<file path="config.mk">
export PLATFORM = sky130hd
export DESIGN_NAME = mcr_ctrl
export DESIGN_NICKNAME = d
export VERILOG_FILES = /design/src/mcr_pkg.sv /design/src/mcr_ctrl.sv /design/src/mcr_settle_timer.sv
export SDC_FILE = /design/constraint.sdc
export NUM_CORES = 1
export LEC_CHECK = 0
export ABC_AREA = 1
export BUFFER_PORTS_ARGS = -buffer_cell sky130_fd_sc_hd__buf_2
export CORE_MARGIN = 4
export CORE_UTILIZATION = 50
export DETAILED_ROUTE_END_ITERATION = 8
export PLACE_DENSITY = 0.71
export SLEW_MARGIN = 20
export SYNTH_ARGS = -nofsm -noshare
export SYNTH_HDL_FRONTEND = slang
export SYNTH_SLANG_ARGS = --single-unit
</file>
<file path="constraint.sdc">
create_clock -name ref_clk_i -period 1.6 [get_ports ref_clk_i]
set_input_delay 0 -clock ref_clk_i [delete_from_list [all_inputs] [get_ports ref_clk_i]]
set_output_delay 0 -clock ref_clk_i [all_outputs]
set_load 0.03 [all_outputs]
</file>
<file path="src/mcr_pkg.sv">
package mcr_pkg;

  // ----------------------------------------------------------------
  // register access over the serial command port
  // ----------------------------------------------------------------
  localparam logic [7:0]  MCR_WR_OP    = 8'h42;
  localparam logic [7:0]  MCR_RD_OP    = 8'hc2;
  localparam logic [15:0] MCR_RST_VAL  = 16'h0000;
  localparam logic [15:0] MCR_WR_MASK  = 16'h0fff; // 15:12 reserved

  // ----------------------------------------------------------------
  // field positions
  // ----------------------------------------------------------------
  localparam int PIN_EN_BIT   = 11;
  localparam int PIN_SEL_BIT  = 10;
  localparam int INT_EN_BIT   = 9;
  localparam int REPEAT_BIT   = 8;
  localparam int CYC_IRQ_BIT  = 7;
  localparam int SETTLE_MSB   = 6;
  localparam int SETTLE_LSB   = 4;

  // ----------------------------------------------------------------
  // settling codes and slow-clock cycle counts
  // ----------------------------------------------------------------
  localparam logic [2:0] SETTLE_C0  = 3'h0;
  localparam logic [2:0] SETTLE_C1  = 3'h1;
  localparam logic [2:0] SETTLE_C2  = 3'h2;
  localparam logic [2:0] SETTLE_C3  = 3'h3;
  localparam logic [2:0] SETTLE_C4  = 3'h4;
  localparam logic [2:0] SETTLE_ON  = 3'h5; // this code and above
  localparam logic [7:0] SETTLE_N0  = 8'h10; // 16
  localparam logic [7:0] SETTLE_N1  = 8'h30; // 48
  localparam logic [7:0] SETTLE_N2  = 8'h60; // 96
  localparam logic [7:0] SETTLE_N3  = 8'h80; // 128
  localparam logic [7:0] SETTLE_N4  = 8'ha8; // 168

  // ----------------------------------------------------------------
  // timing: slow tick derived from the reference clock
  // ----------------------------------------------------------------
  localparam int REF_HZ   = 20_000_000;
  localparam int SLOW_HZ  = 32_768;
  localparam int SLOW_DIV = REF_HZ / SLOW_HZ; // rounds down
  localparam int DIV_W    = $clog2(SLOW_DIV);

  // ----------------------------------------------------------------
  // types
  // ----------------------------------------------------------------
  typedef struct packed {
    logic        valid;
    logic [7:0]  opcode;
    logic [15:0] data;
  } mcr_cmd_t;

  typedef enum logic [1:0] {
    KIND_BOTH,
    KIND_FLOW,
    KIND_TEMP
  } mcr_kind_t;

  typedef enum logic [1:0] {
    ST_IDLE,
    ST_SETTLE,
    ST_ISSUE,
    ST_WAIT
  } mcr_state_t;

endpackage

</file>
<file path="src/mcr_ctrl.sv">
`timescale 1ns/1ns
`default_nettype none
module mcr_ctrl
  import mcr_pkg::*;
#(
  parameter logic [7:0] OP_EVT_BOTH = 8'h01, // arbitrary value
  parameter logic [7:0] OP_EVT_FLOW = 8'h02, // arbitrary value
  parameter logic [7:0] OP_EVT_TEMP = 8'h03, // arbitrary value
  parameter logic [7:0] OP_HALT     = 8'h04, // arbitrary value
  parameter int         IRQ_N       = 4,
  parameter int         DIV         = SLOW_DIV
) (
  input  wire logic             ref_clk_i,
  input  wire logic             resetn_i,
  input  wire mcr_cmd_t         cmd_i,
  input  wire logic             cmp_raw_i,
  input  wire logic             dir_up_i,
  input  wire logic [IRQ_N-1:0] irq_src_i,
  input  wire logic             seq_done_i,
  output logic [15:0]           rd_data_o,
  output logic                  rd_valid_o,
  output logic                  comparator_direction_pin_o,
  output logic                  int_pin_o,
  output logic                  fast_osc_en_o,
  output logic                  flow_seq_start_o,
  output logic                  temp_seq_start_o,
  output logic                  per_cycle_irq_o,
  output logic                  busy_o
);

  // ----------------------------------------------------------------
  // state, one packed word
  // ----------------------------------------------------------------
  // the comb block fills a copy of this and the flop stage takes it
  typedef struct packed {
    logic [15:0] ctrl;
    mcr_state_t  fsm;
    mcr_kind_t   kind;
    logic        temp_phase;
    logic        cmp_s1;
    logic        cmp_s2;
    logic        pin;
    logic        irq;
    logic        osc;
    logic        flow_go;
    logic        temp_go;
    logic [15:0] rd_data;
    logic        rd_valid;
    logic        cyc_irq;
    logic        busy;
  } mcr_ctrl_st_t;

  mcr_ctrl_st_t st_ff;
  mcr_ctrl_st_t nxt_st;
  logic         settle_start;
  logic         settle_abort;
  logic         settle_done;
  logic         osc_always;
  logic         evt_cmd;
  logic         wr_cmd;
  logic         rd_cmd;
  logic         halt_cmd;

  // ----------------------------------------------------------------
  // fast oscillator settling timer
  // ----------------------------------------------------------------
  mcr_settle_timer #(
    .DIV(DIV)
  ) u_settle (
    .ref_clk_i(ref_clk_i),
    .resetn_i (resetn_i),
    .start_i  (settle_start),
    .abort_i  (settle_abort),
    .code_i   (st_ff.ctrl[SETTLE_MSB:SETTLE_LSB]),
    .done_o   (settle_done)
  );

  // ----------------------------------------------------------------
  // command decode
  // ----------------------------------------------------------------
  // codes at or above the always-on code keep the oscillator up
  assign osc_always = st_ff.ctrl[SETTLE_MSB:SETTLE_LSB] >= SETTLE_ON;
  assign evt_cmd    = cmd_i.valid &&
                      (cmd_i.opcode == OP_EVT_BOTH ||
                       cmd_i.opcode == OP_EVT_FLOW ||
                       cmd_i.opcode == OP_EVT_TEMP);
  // one decoder feeds both the register and the sequencer paths
  assign wr_cmd     = cmd_i.valid && cmd_i.opcode == MCR_WR_OP;
  assign rd_cmd     = cmd_i.valid && cmd_i.opcode == MCR_RD_OP;
  assign halt_cmd   = cmd_i.valid && cmd_i.opcode == OP_HALT;

  // ----------------------------------------------------------------
  // register access, pins and sequencer
  // ----------------------------------------------------------------
  always_comb begin
    nxt_st          = st_ff;
    nxt_st.flow_go  = 1'b0;
    nxt_st.temp_go  = 1'b0;
    nxt_st.rd_valid = 1'b0;
    settle_start    = 1'b0;
    settle_abort    = 1'b0;

    // write masks reserved bits so they read back zero
    if (wr_cmd) begin
      nxt_st.ctrl = cmd_i.data & MCR_WR_MASK;
    end
    if (rd_cmd) begin
      nxt_st.rd_data  = st_ff.ctrl;
      nxt_st.rd_valid = 1'b1;
    end

    // comparator pin is asynchronous: two-stage sync first
    nxt_st.cmp_s1 = cmp_raw_i;
    nxt_st.cmp_s2 = st_ff.cmp_s1;
    // a disabled pin is forced low whatever the source select says
    if (st_ff.ctrl[PIN_EN_BIT]) begin
      nxt_st.pin = st_ff.ctrl[PIN_SEL_BIT] ? st_ff.cmp_s2
                                           : dir_up_i;
    end else begin
      nxt_st.pin = 1'b0;
    end
    // sources are ORed first, then gated by the enable bit
    nxt_st.irq     = st_ff.ctrl[INT_EN_BIT] & (|irq_src_i);
    // per-cycle interrupt bit is only exported, no logic behind it
    nxt_st.cyc_irq = st_ff.ctrl[CYC_IRQ_BIT];

    // event commands are taken only in idle, so they drop while busy
    case (st_ff.fsm)
      ST_IDLE: begin
        if (evt_cmd) begin
          nxt_st.temp_phase = 1'b0;
          case (cmd_i.opcode)
            OP_EVT_FLOW: nxt_st.kind = KIND_FLOW;
            OP_EVT_TEMP: nxt_st.kind = KIND_TEMP;
            default:     nxt_st.kind = KIND_BOTH;
          endcase
          nxt_st.osc   = 1'b1;
          nxt_st.busy  = 1'b1;
          settle_start = 1'b1;
          nxt_st.fsm   = ST_SETTLE;
        end
      end
      ST_SETTLE: begin
        // nothing is measured until the oscillator has settled
        if (settle_done) begin
          nxt_st.fsm = ST_ISSUE;
        end
      end
      // one start pulse per sequence; the engine answers with done
      ST_ISSUE: begin
        if (st_ff.kind == KIND_TEMP || st_ff.temp_phase) begin
          nxt_st.temp_go = 1'b1;
        end else begin
          nxt_st.flow_go = 1'b1;
        end
        nxt_st.fsm = ST_WAIT;
      end
      // repeats go straight back to issue, the oscillator is still up
      ST_WAIT: begin
        if (seq_done_i) begin
          if (st_ff.kind == KIND_BOTH && !st_ff.temp_phase) begin
            nxt_st.temp_phase = 1'b1;
            nxt_st.fsm        = ST_ISSUE;
          end else if (st_ff.ctrl[REPEAT_BIT]) begin
            nxt_st.temp_phase = 1'b0;
            nxt_st.fsm        = ST_ISSUE;
          end else begin
            nxt_st.busy = 1'b0;
            nxt_st.fsm  = ST_IDLE;
          end
        end
      end
      default: begin
        nxt_st.fsm = ST_IDLE;
      end
    endcase

    // halt ends any running command, in any state
    // a start raised in the issue cycle must not outlive the halt
    if (halt_cmd) begin
      settle_abort   = 1'b1;
      nxt_st.busy    = 1'b0;
      nxt_st.fsm     = ST_IDLE;
      nxt_st.flow_go = 1'b0;
      nxt_st.temp_go = 1'b0;
    end

    // oscillator stays on while busy or when held on by code
    nxt_st.osc = osc_always | nxt_st.busy;
  end

  // ----------------------------------------------------------------
  // state register
  // ----------------------------------------------------------------
  // synchronous reset; register reads back its reset value
  always_ff @(posedge ref_clk_i) begin
    if (!resetn_i) begin
      st_ff      <= '0;
      st_ff.ctrl <= MCR_RST_VAL;
      st_ff.fsm  <= ST_IDLE;
      st_ff.kind <= KIND_BOTH;
    end else begin
      st_ff <= nxt_st;
    end
  end

  // ----------------------------------------------------------------
  // outputs, all registered
  // ----------------------------------------------------------------
  assign rd_data_o                  = st_ff.rd_data;
  assign rd_valid_o                 = st_ff.rd_valid;
  assign comparator_direction_pin_o = st_ff.pin;
  assign int_pin_o                  = st_ff.irq;
  assign fast_osc_en_o              = st_ff.osc;
  assign flow_seq_start_o           = st_ff.flow_go;
  assign temp_seq_start_o           = st_ff.temp_go;
  assign per_cycle_irq_o            = st_ff.cyc_irq;
  assign busy_o                     = st_ff.busy;

endmodule
`default_nettype wire

</file>
<file path="src/mcr_settle_timer.sv">
`timescale 1ns/1ns
`default_nettype none
module mcr_settle_timer
  import mcr_pkg::*;
#(
  parameter int DIV = SLOW_DIV
) (
  input  wire logic       ref_clk_i,
  input  wire logic       resetn_i,
  input  wire logic       start_i,
  input  wire logic       abort_i,
  input  wire logic [2:0] code_i,
  output logic            done_o
);

  typedef struct packed {
    logic [DIV_W-1:0] div;
    logic [7:0]       cnt;
    logic             busy;
    logic             done;
  } mcr_tmr_st_t;

  mcr_tmr_st_t st_ff;
  mcr_tmr_st_t nxt_st;

  // ----------------------------------------------------------------
  // code to slow-cycle count
  // ----------------------------------------------------------------
  function automatic logic [7:0] settle_cycles(input logic [2:0] c);
    case (c)
      SETTLE_C0: settle_cycles = SETTLE_N0;
      SETTLE_C1: settle_cycles = SETTLE_N1;
      SETTLE_C2: settle_cycles = SETTLE_N2;
      SETTLE_C3: settle_cycles = SETTLE_N3;
      SETTLE_C4: settle_cycles = SETTLE_N4;
      default:   settle_cycles = 8'h00;
    endcase
  endfunction

  // ----------------------------------------------------------------
  // divider and slow-cycle count
  // ----------------------------------------------------------------
  // divider restarts on start so the first slow cycle is a full one
  always_comb begin
    nxt_st      = st_ff;
    nxt_st.done = 1'b0;
    if (abort_i) begin
      nxt_st.busy = 1'b0;
    end else if (start_i) begin
      nxt_st.div  = '0;
      nxt_st.cnt  = settle_cycles(code_i);
      nxt_st.busy = (code_i < SETTLE_ON);
      nxt_st.done = (code_i >= SETTLE_ON);
    end else if (st_ff.busy) begin
      if (st_ff.div == DIV_W'(DIV - 1)) begin
        nxt_st.div = '0;
        nxt_st.cnt = st_ff.cnt - 8'h01;
        if (st_ff.cnt == 8'h01) begin
          nxt_st.busy = 1'b0;
          nxt_st.done = 1'b1;
        end
      end else begin
        nxt_st.div = st_ff.div + DIV_W'(1);
      end
    end
  end

  always_ff @(posedge ref_clk_i) begin
    if (!resetn_i) begin
      st_ff <= '0;
    end else begin
      st_ff <= nxt_st;
    end
  end

  assign done_o = st_ff.done;

endmodule
`default_nettype wire
</file>
==> flow_metrics.tcl, run 1 <==
set metrics [dict create \
    crit_arrival_ps 1740 \
    synth_edf_count 0 \
    routedWlPerCell_um 12.7 \
    grtUsageMet3_pct 5.58 \
    drive_gt1_share_pct 20.6 \
    root_buffer "clkbuf_8" \
    syn2layout_area_growth_pct 24.0 \
    finalPower_uw 3510 \
    worst-setup-path-type "register to register" \
    max_freq_mhz 679 \
    ys_ff_latch 59 \
    grtUsageTotal_pct 21.7 \
    vias_per_cell 5.13 \
    synth-compound-area-share_pct 8.84 \
    nets 567 \
    clock_path_buffers 2 \
    synth_flop_cell "dfxtp_1" \
    rsz0062_at_grt "no" \
    layout_commonest_cell "nor2_1" \
    p_leak_uw 0.00190 \
    met2_usage_pct 36.8 \
    pre_cts_ws_ps 80.5 \
    synthAdderAreaFrac_pct 3.20 \
    cp_max_fo 4 \
    clk_latency_ps 340 \
    gp_congestion 0.871 \
    first_iter_violations 151 \
    slew_viol_final 0 \
    postSynth.asyncResetShare_pct 0 \
    setup_viol 0 \
    initial_core_util_pct 52.2 \
    clkSlewWorstSetupHoldPaths_ps 60 \
    grt_max_degree 31 \
    cts_buffers 9 \
    worst_slack_ps 127 \
    core_sq_um 5990 \
    synth_top_family_by_area "simple AND/OR/NAND/NOR gates" \
    final.period_utilization_pct 92.0 \
    antenna_found_initial 0 \
    num_rows 28 \
    drt-pass1-iter-count 5 \
    skew_ps 6.07 \
    powerDensity_nw_per_um2 906 \
    die_area_sq_um 7590 \
    port_buffers 49 \
    start_kind "register" \
    dr_total_vias 3102 \
    period_needed_ps 1470 \
    ant_nets 0 \
    diodes 0 \
    dpl.hpwl_um 5220 \
    cts_tree "done" \
    met1_usage_pct 25.9 \
    grt_pass1_vias 3007 \
    htreeDepth 3 \
    setup-tns-final_ps 0 \
    drv_cap 0 \
    yosys.area_share.simple_pct 34.7 \
    min-delay-path-class "primary input to register" \
    ys_seq_area_share_pct 37.7 \
    cts_num_sinks 59 \
    endpoint_kind "register" \
    pin_count 58 \
    final_cells 605 \
    hold_viol_final 0 \
    synth_cell_type_count 35 \
    syn_area_sq_um 3130 \
    grt_most_used_layer "met2" \
    die_h_um 87.1 \
    drc 0 \
    place_inst 571 \
    wl_um 7670 \
    synthCells 456 \
    final_cell_mix "80 x nor2_1, 78 x nand2_1, 58 x dfxtp_1" \
    die_w_um 87.1 \
    synth_xor_area_share_pct 1.40 \
    avgSynthCellArea_sq_um 6.86 \
    required_ps 1870 \
    synth_mux_area_share_pct 0 \
    overflow 0 \
    grt_pass1_wl_um 13200 \
    status "completed" \
    ys_warn_count 0 \
    irDropWorstVdd_mv 0.711 \
]
-- report_power, final --
part | leakage (uW) | switching (uW) | internal [uW] | total (uW)
combinational | 0.00130 | 235 | 172 | 407
clock | 0.000120 | 591 | 1010 | 1600
sequential | 0.000476 | 13.3 | 1500 | 1510
-- metrics by stage --
stage | cell area [sq um] | util [%] | hold WS [ps]
finish | 3880 | 64.7 | 152
global route | 3880 | 64.7 | 184
CTS | 3820 | 63.7 | 143
detailed placement | 3410 | 56.9 | 191
global placement | 3410 | 56.9 | 183
floorplan | 3140 | - | 97.6
-- flip-flops by register name, summed over array words and instances, names as in the netlist --
register and flops:
flow_seq_start_o 1, busy_o 1, rd_data_o 12, u_settle.st_ff 19
per_cycle_irq_o 1, nxt_st 2, st_ff 17, int_pin_o 1
u_settle.done_o 1, fast_osc_en_o 1, rd_valid_o 1, temp_seq_start_o 1
comparator_direction_pin_o 1
-- what timing repair did --
| item | CTS | global route |
|---|---|---|
| hold endpoints to repair | 18 | 0 |
| hold buffers | 17 | 0 |
| buffers inserted | 0 | 0 |
| setup endpoints to repair | 0 | 20 |
| gates resized for setup | 0 | 17 |
-- cell type report --
class,instances,area [sq um]
tap,75,93.8
clock inverter,3,68.8
clock buffer,13,169
inverter,58,218
timing repair buffer,86,566
multi-input combinational,311,1580
fill,542,2110
sequential,59,1180
-- per-layer routing --
metal | part of all wire (%) | up-vias
li1 | - | 1588
met1 | 43 | 1412
met2 | 48 | 85
met3 | 5.6 | 17
met4 | 2.5 | 0
met5 | 0 | -
-- critical path: stages (launching register included) --
cell	delay [ps]
dfxtp_1	350
buf_4	140
ha_1	200
nand2_1	100
nor2_1	140
nand3_1	90
nand2_1	70
nand2_1	50
inv_1	50
nand4_1	70
a21oi_1	140
-- final timing paths --
| kind | start | to | cells after the start | slack, ps |
|---|---|---|---|---|
| setup / recovery | u_settle.st_ff[10] | u_settle.st_ff[18] | 10 | 130 |
| hold / removal | cmd_i[17] | st_ff[27] | 5 | 150 |
| setup reg to reg | u_settle.st_ff[10] | u_settle.st_ff[18] | 10 | 130 |
| hold reg to reg | nxt_st[24] | st_ff[24] | 2 | 420 |
-- cells in the mapped netlist (5+ instances only) --
cell | instances | area (sq um)
inv_1 | 56 | 210
clkbuf_1 | 7 | 26.3
nand4_1 | 16 | 100
nand3_1 | 29 | 145
nor4_1 | 14 | 87.6
ha_1 | 8 | 100
nor2_1 | 83 | 312
nand2_1 | 80 | 300
a211oi_1 | 5 | 37.5
nor3_1 | 7 | 35.0
a21oi_1 | 15 | 75.1
dfxtp_1 | 59 | 1180
o21ai_0 | 26 | 130
buf_4 | 18 | 135
-- kinds of logic (layout without fill, tap and decap cells) --
family / count (synthesis) / count (layout)
AO/OA/AOI/OAI: 51 / 51
flip-flops: 59 / 59
buffers and inverters: 90 / 160
other: 1 / 4
AND/OR/NAND/NOR: 242 / 243
XOR/XNOR: 5 / 5
adder cells (fa/ha/maj): 8 / 8
(Power assumes the default switching activity.)
==> inputs of run 2 (changes only) <==
- CORE_UTILIZATION: 50 -> 48
- GPL_TIMING_DRIVEN: unset -> 0
- clock period: 1.6 -> 1.29 ns (I/O delays scaled with it)
==> flow_metrics.tcl, run 2 (same netlist as run 1, synthesis figures left out) <==
set metrics [dict create \
    grt_pass1_wl_um 14200 \
    drt-met1-wl_um 3740 \
    initial_core_util_pct 49.3 \
    drt-pass1-iter-count 5 \
    endpoint_kind "register" \
    final_util_pct 67.5 \
    grtUsageTotal_pct 23.3 \
    cts_buffers 9 \
    pre_cts_ws_ps -283 \
    regMostFlops "u_settle.st_ff" \
    min-delay-path-class "primary input to register" \
    cp_slowest_cell "dfxtp_4" \
    drv_cap 0 \
    dr_wl_met2_um 4340 \
    largest_register_ff_count 19 \
    r2r_start "u_settle.st_ff[11]" \
    nFillCells 566 \
    drc 0 \
    nets 594 \
    overflow 0 \
    dr_total_vias 3281 \
    syn2layout_area_growth_pct 37.1 \
    top_layer_used "met4" \
    cpPeakStageDelay_ps 360 \
    dpl.hpwl_um 5570 \
    antenna_found_initial 0 \
    cts_tree "done" \
    required_ps 1530 \
    period_needed_ps 1380 \
    drive_gt1_share_pct 31.1 \
    num_rows 29 \
    ff2ff_path_depth 10 \
    final.period_utilization_pct 107 \
    layout_commonest_cell "nor2_1" \
    cp_max_fo 5 \
    worst-setup-path-type "register to register" \
    root_buffer "clkbuf_8" \
    worst_slack_ps -87.9 \
    min_to "st_ff[31]" \
    die_w_um 88.7 \
    skew_ps 6.67 \
    final_cell_mix "72 x nor2_1, 71 x nand2_1, 50 x dfxtp_1" \
    final_cells 634 \
    powerDensity_nw_per_um2 977 \
    ant_nets 0 \
    grt_max_degree 12 \
    clkSlewWorstSetupHoldPaths_ps 70 \
    rr_endpoint "u_settle.st_ff[2]" \
    worst-r2r-setup-slack_ps -90 \
    relSlewSlack_pct 61.0 \
    rsz0062_at_grt "yes" \
    core_sq_um 6350 \
    diodes 0 \
    gp_congestion 0.888 \
    finalPower_uw 4190 \
    setup-tns-final_ps -1240 \
    vias_per_cell 5.18 \
    die_h_um 88.7 \
    htreeDepth 3 \
    wl_um 8770 \
    crit_chain "inv_2 > ha_4 > nand3_4 > inv_2 > nand3_4 > nand2_4 > nand2_4 > buf_6 > o21ai_2 > nor2_1" \
    place_inst 583 \
    cts_num_sinks 59 \
    status "complete, but fails checks" \
    die_area_sq_um 7870 \
    pin_count 58 \
    first_iter_violations 183 \
    setup_viol 23 \
    clock_path_buffers 2 \
    min-delay-start "cmd_i[23]" \
    failed_checks "setup timing" \
    worst_slew_pin_slew_ps 585 \
    max_freq_mhz 726 \
    irDropWorstVdd_mv 0.825 \
    p_leak_uw 0.00206 \
    start_kind "register" \
    hold_depth 4 \
    routedWlPerCell_um 13.8 \
    grt_pass1_vias 3129 \
    clk_latency_ps 350 \
    wl_met3_um 465 \
    port_buffers 47 \
    hold_viol_final 0 \
    slew_viol_final 0 \
    crit_arrival_ps 1620 \
]
-- run 2: changes by cell type in the layout (fill, tap and decap cells not counted), sizes merged --
cell and delta:
clkinv +1, clkinvlp +2, bufinv -1, nand2 -1, clkbuf +6, buf +19, inv +1
-- run 2: cell type report --
type                    instances  area, sq um  share of cell area, %
plain buffers                  32          231                   5.40
clock buffers                  10          138                   3.21
clock inverters                 6         63.8                   1.49
inverters                      58          223                   5.19
multi-input cells             310         1740                   40.6
flip-flops and latches         59         1210                   28.2
well taps                      77         96.3                   2.25
repair buffers                 82          589                   13.7
-- run 2: how the worst max path moves through the flow --
stage                       start           endpoint  slack [ps]  cells after the start
3_5_place_dp   u_settle.st_ff[11]  u_settle.st_ff[2]        -280                      8
3_3_place_gp   u_settle.st_ff[11]  u_settle.st_ff[2]        -220                      8
5_1_grt                 st_ff[29]          st_ff[26]        -180                      7
4_1_cts        u_settle.st_ff[11]  u_settle.st_ff[2]         -60                     10
2_1_floorplan           st_ff[30]          st_ff[28]           1                      7
6_report       u_settle.st_ff[11]  u_settle.st_ff[2]         -90                     10
-- run 2: worst max-delay path: cells and delay by family (launching register included) --
| kind | cells | cell delay (ps) |
|---|---|---|
| AOI/OAI and AO/OA | 1 | 110 |
| DFF | 1 | 360 |
| and+or+nand+nor | 5 | 390 |
| adders and majority gates | 1 | 130 |
| buffers and inverters | 3 | 280 |
-- run 2: per-stage QoR --
step | hold slack, ps | area (sq um)
after floorplan | 97.6 | 3170
after global routing | 76.8 | 4290
after detailed placement | 186 | 3500
final | 41.4 | 4290
after CTS | 25.6 | 4080
after global placement | 185 | 3500
-- run 2: repair_timing --
item,CTS,global route
buffers inserted,8,7
gates cloned,2,1
hold buffers,17,0
hold endpoints to repair,15,0
setup endpoints to repair,27,28
gates resized for setup,36,43
pin swaps,12,13
-- run 2: power by group --
group          total (uW)  switching (uW)  internal (uW)
sequential           1880            32.3           1850
clock                1730             782            943
combinational         580             316            264
total                4190            1130           3060
-- run 2: per-layer routing --
layer | GRT usage [%] | up-vias
li1 | - | 1644
met1 | 26.4 | 1509
met2 | 40.6 | 103
met3 | 7.45 | 25
met4 | 9.07 | 0
met5 | 0 | -
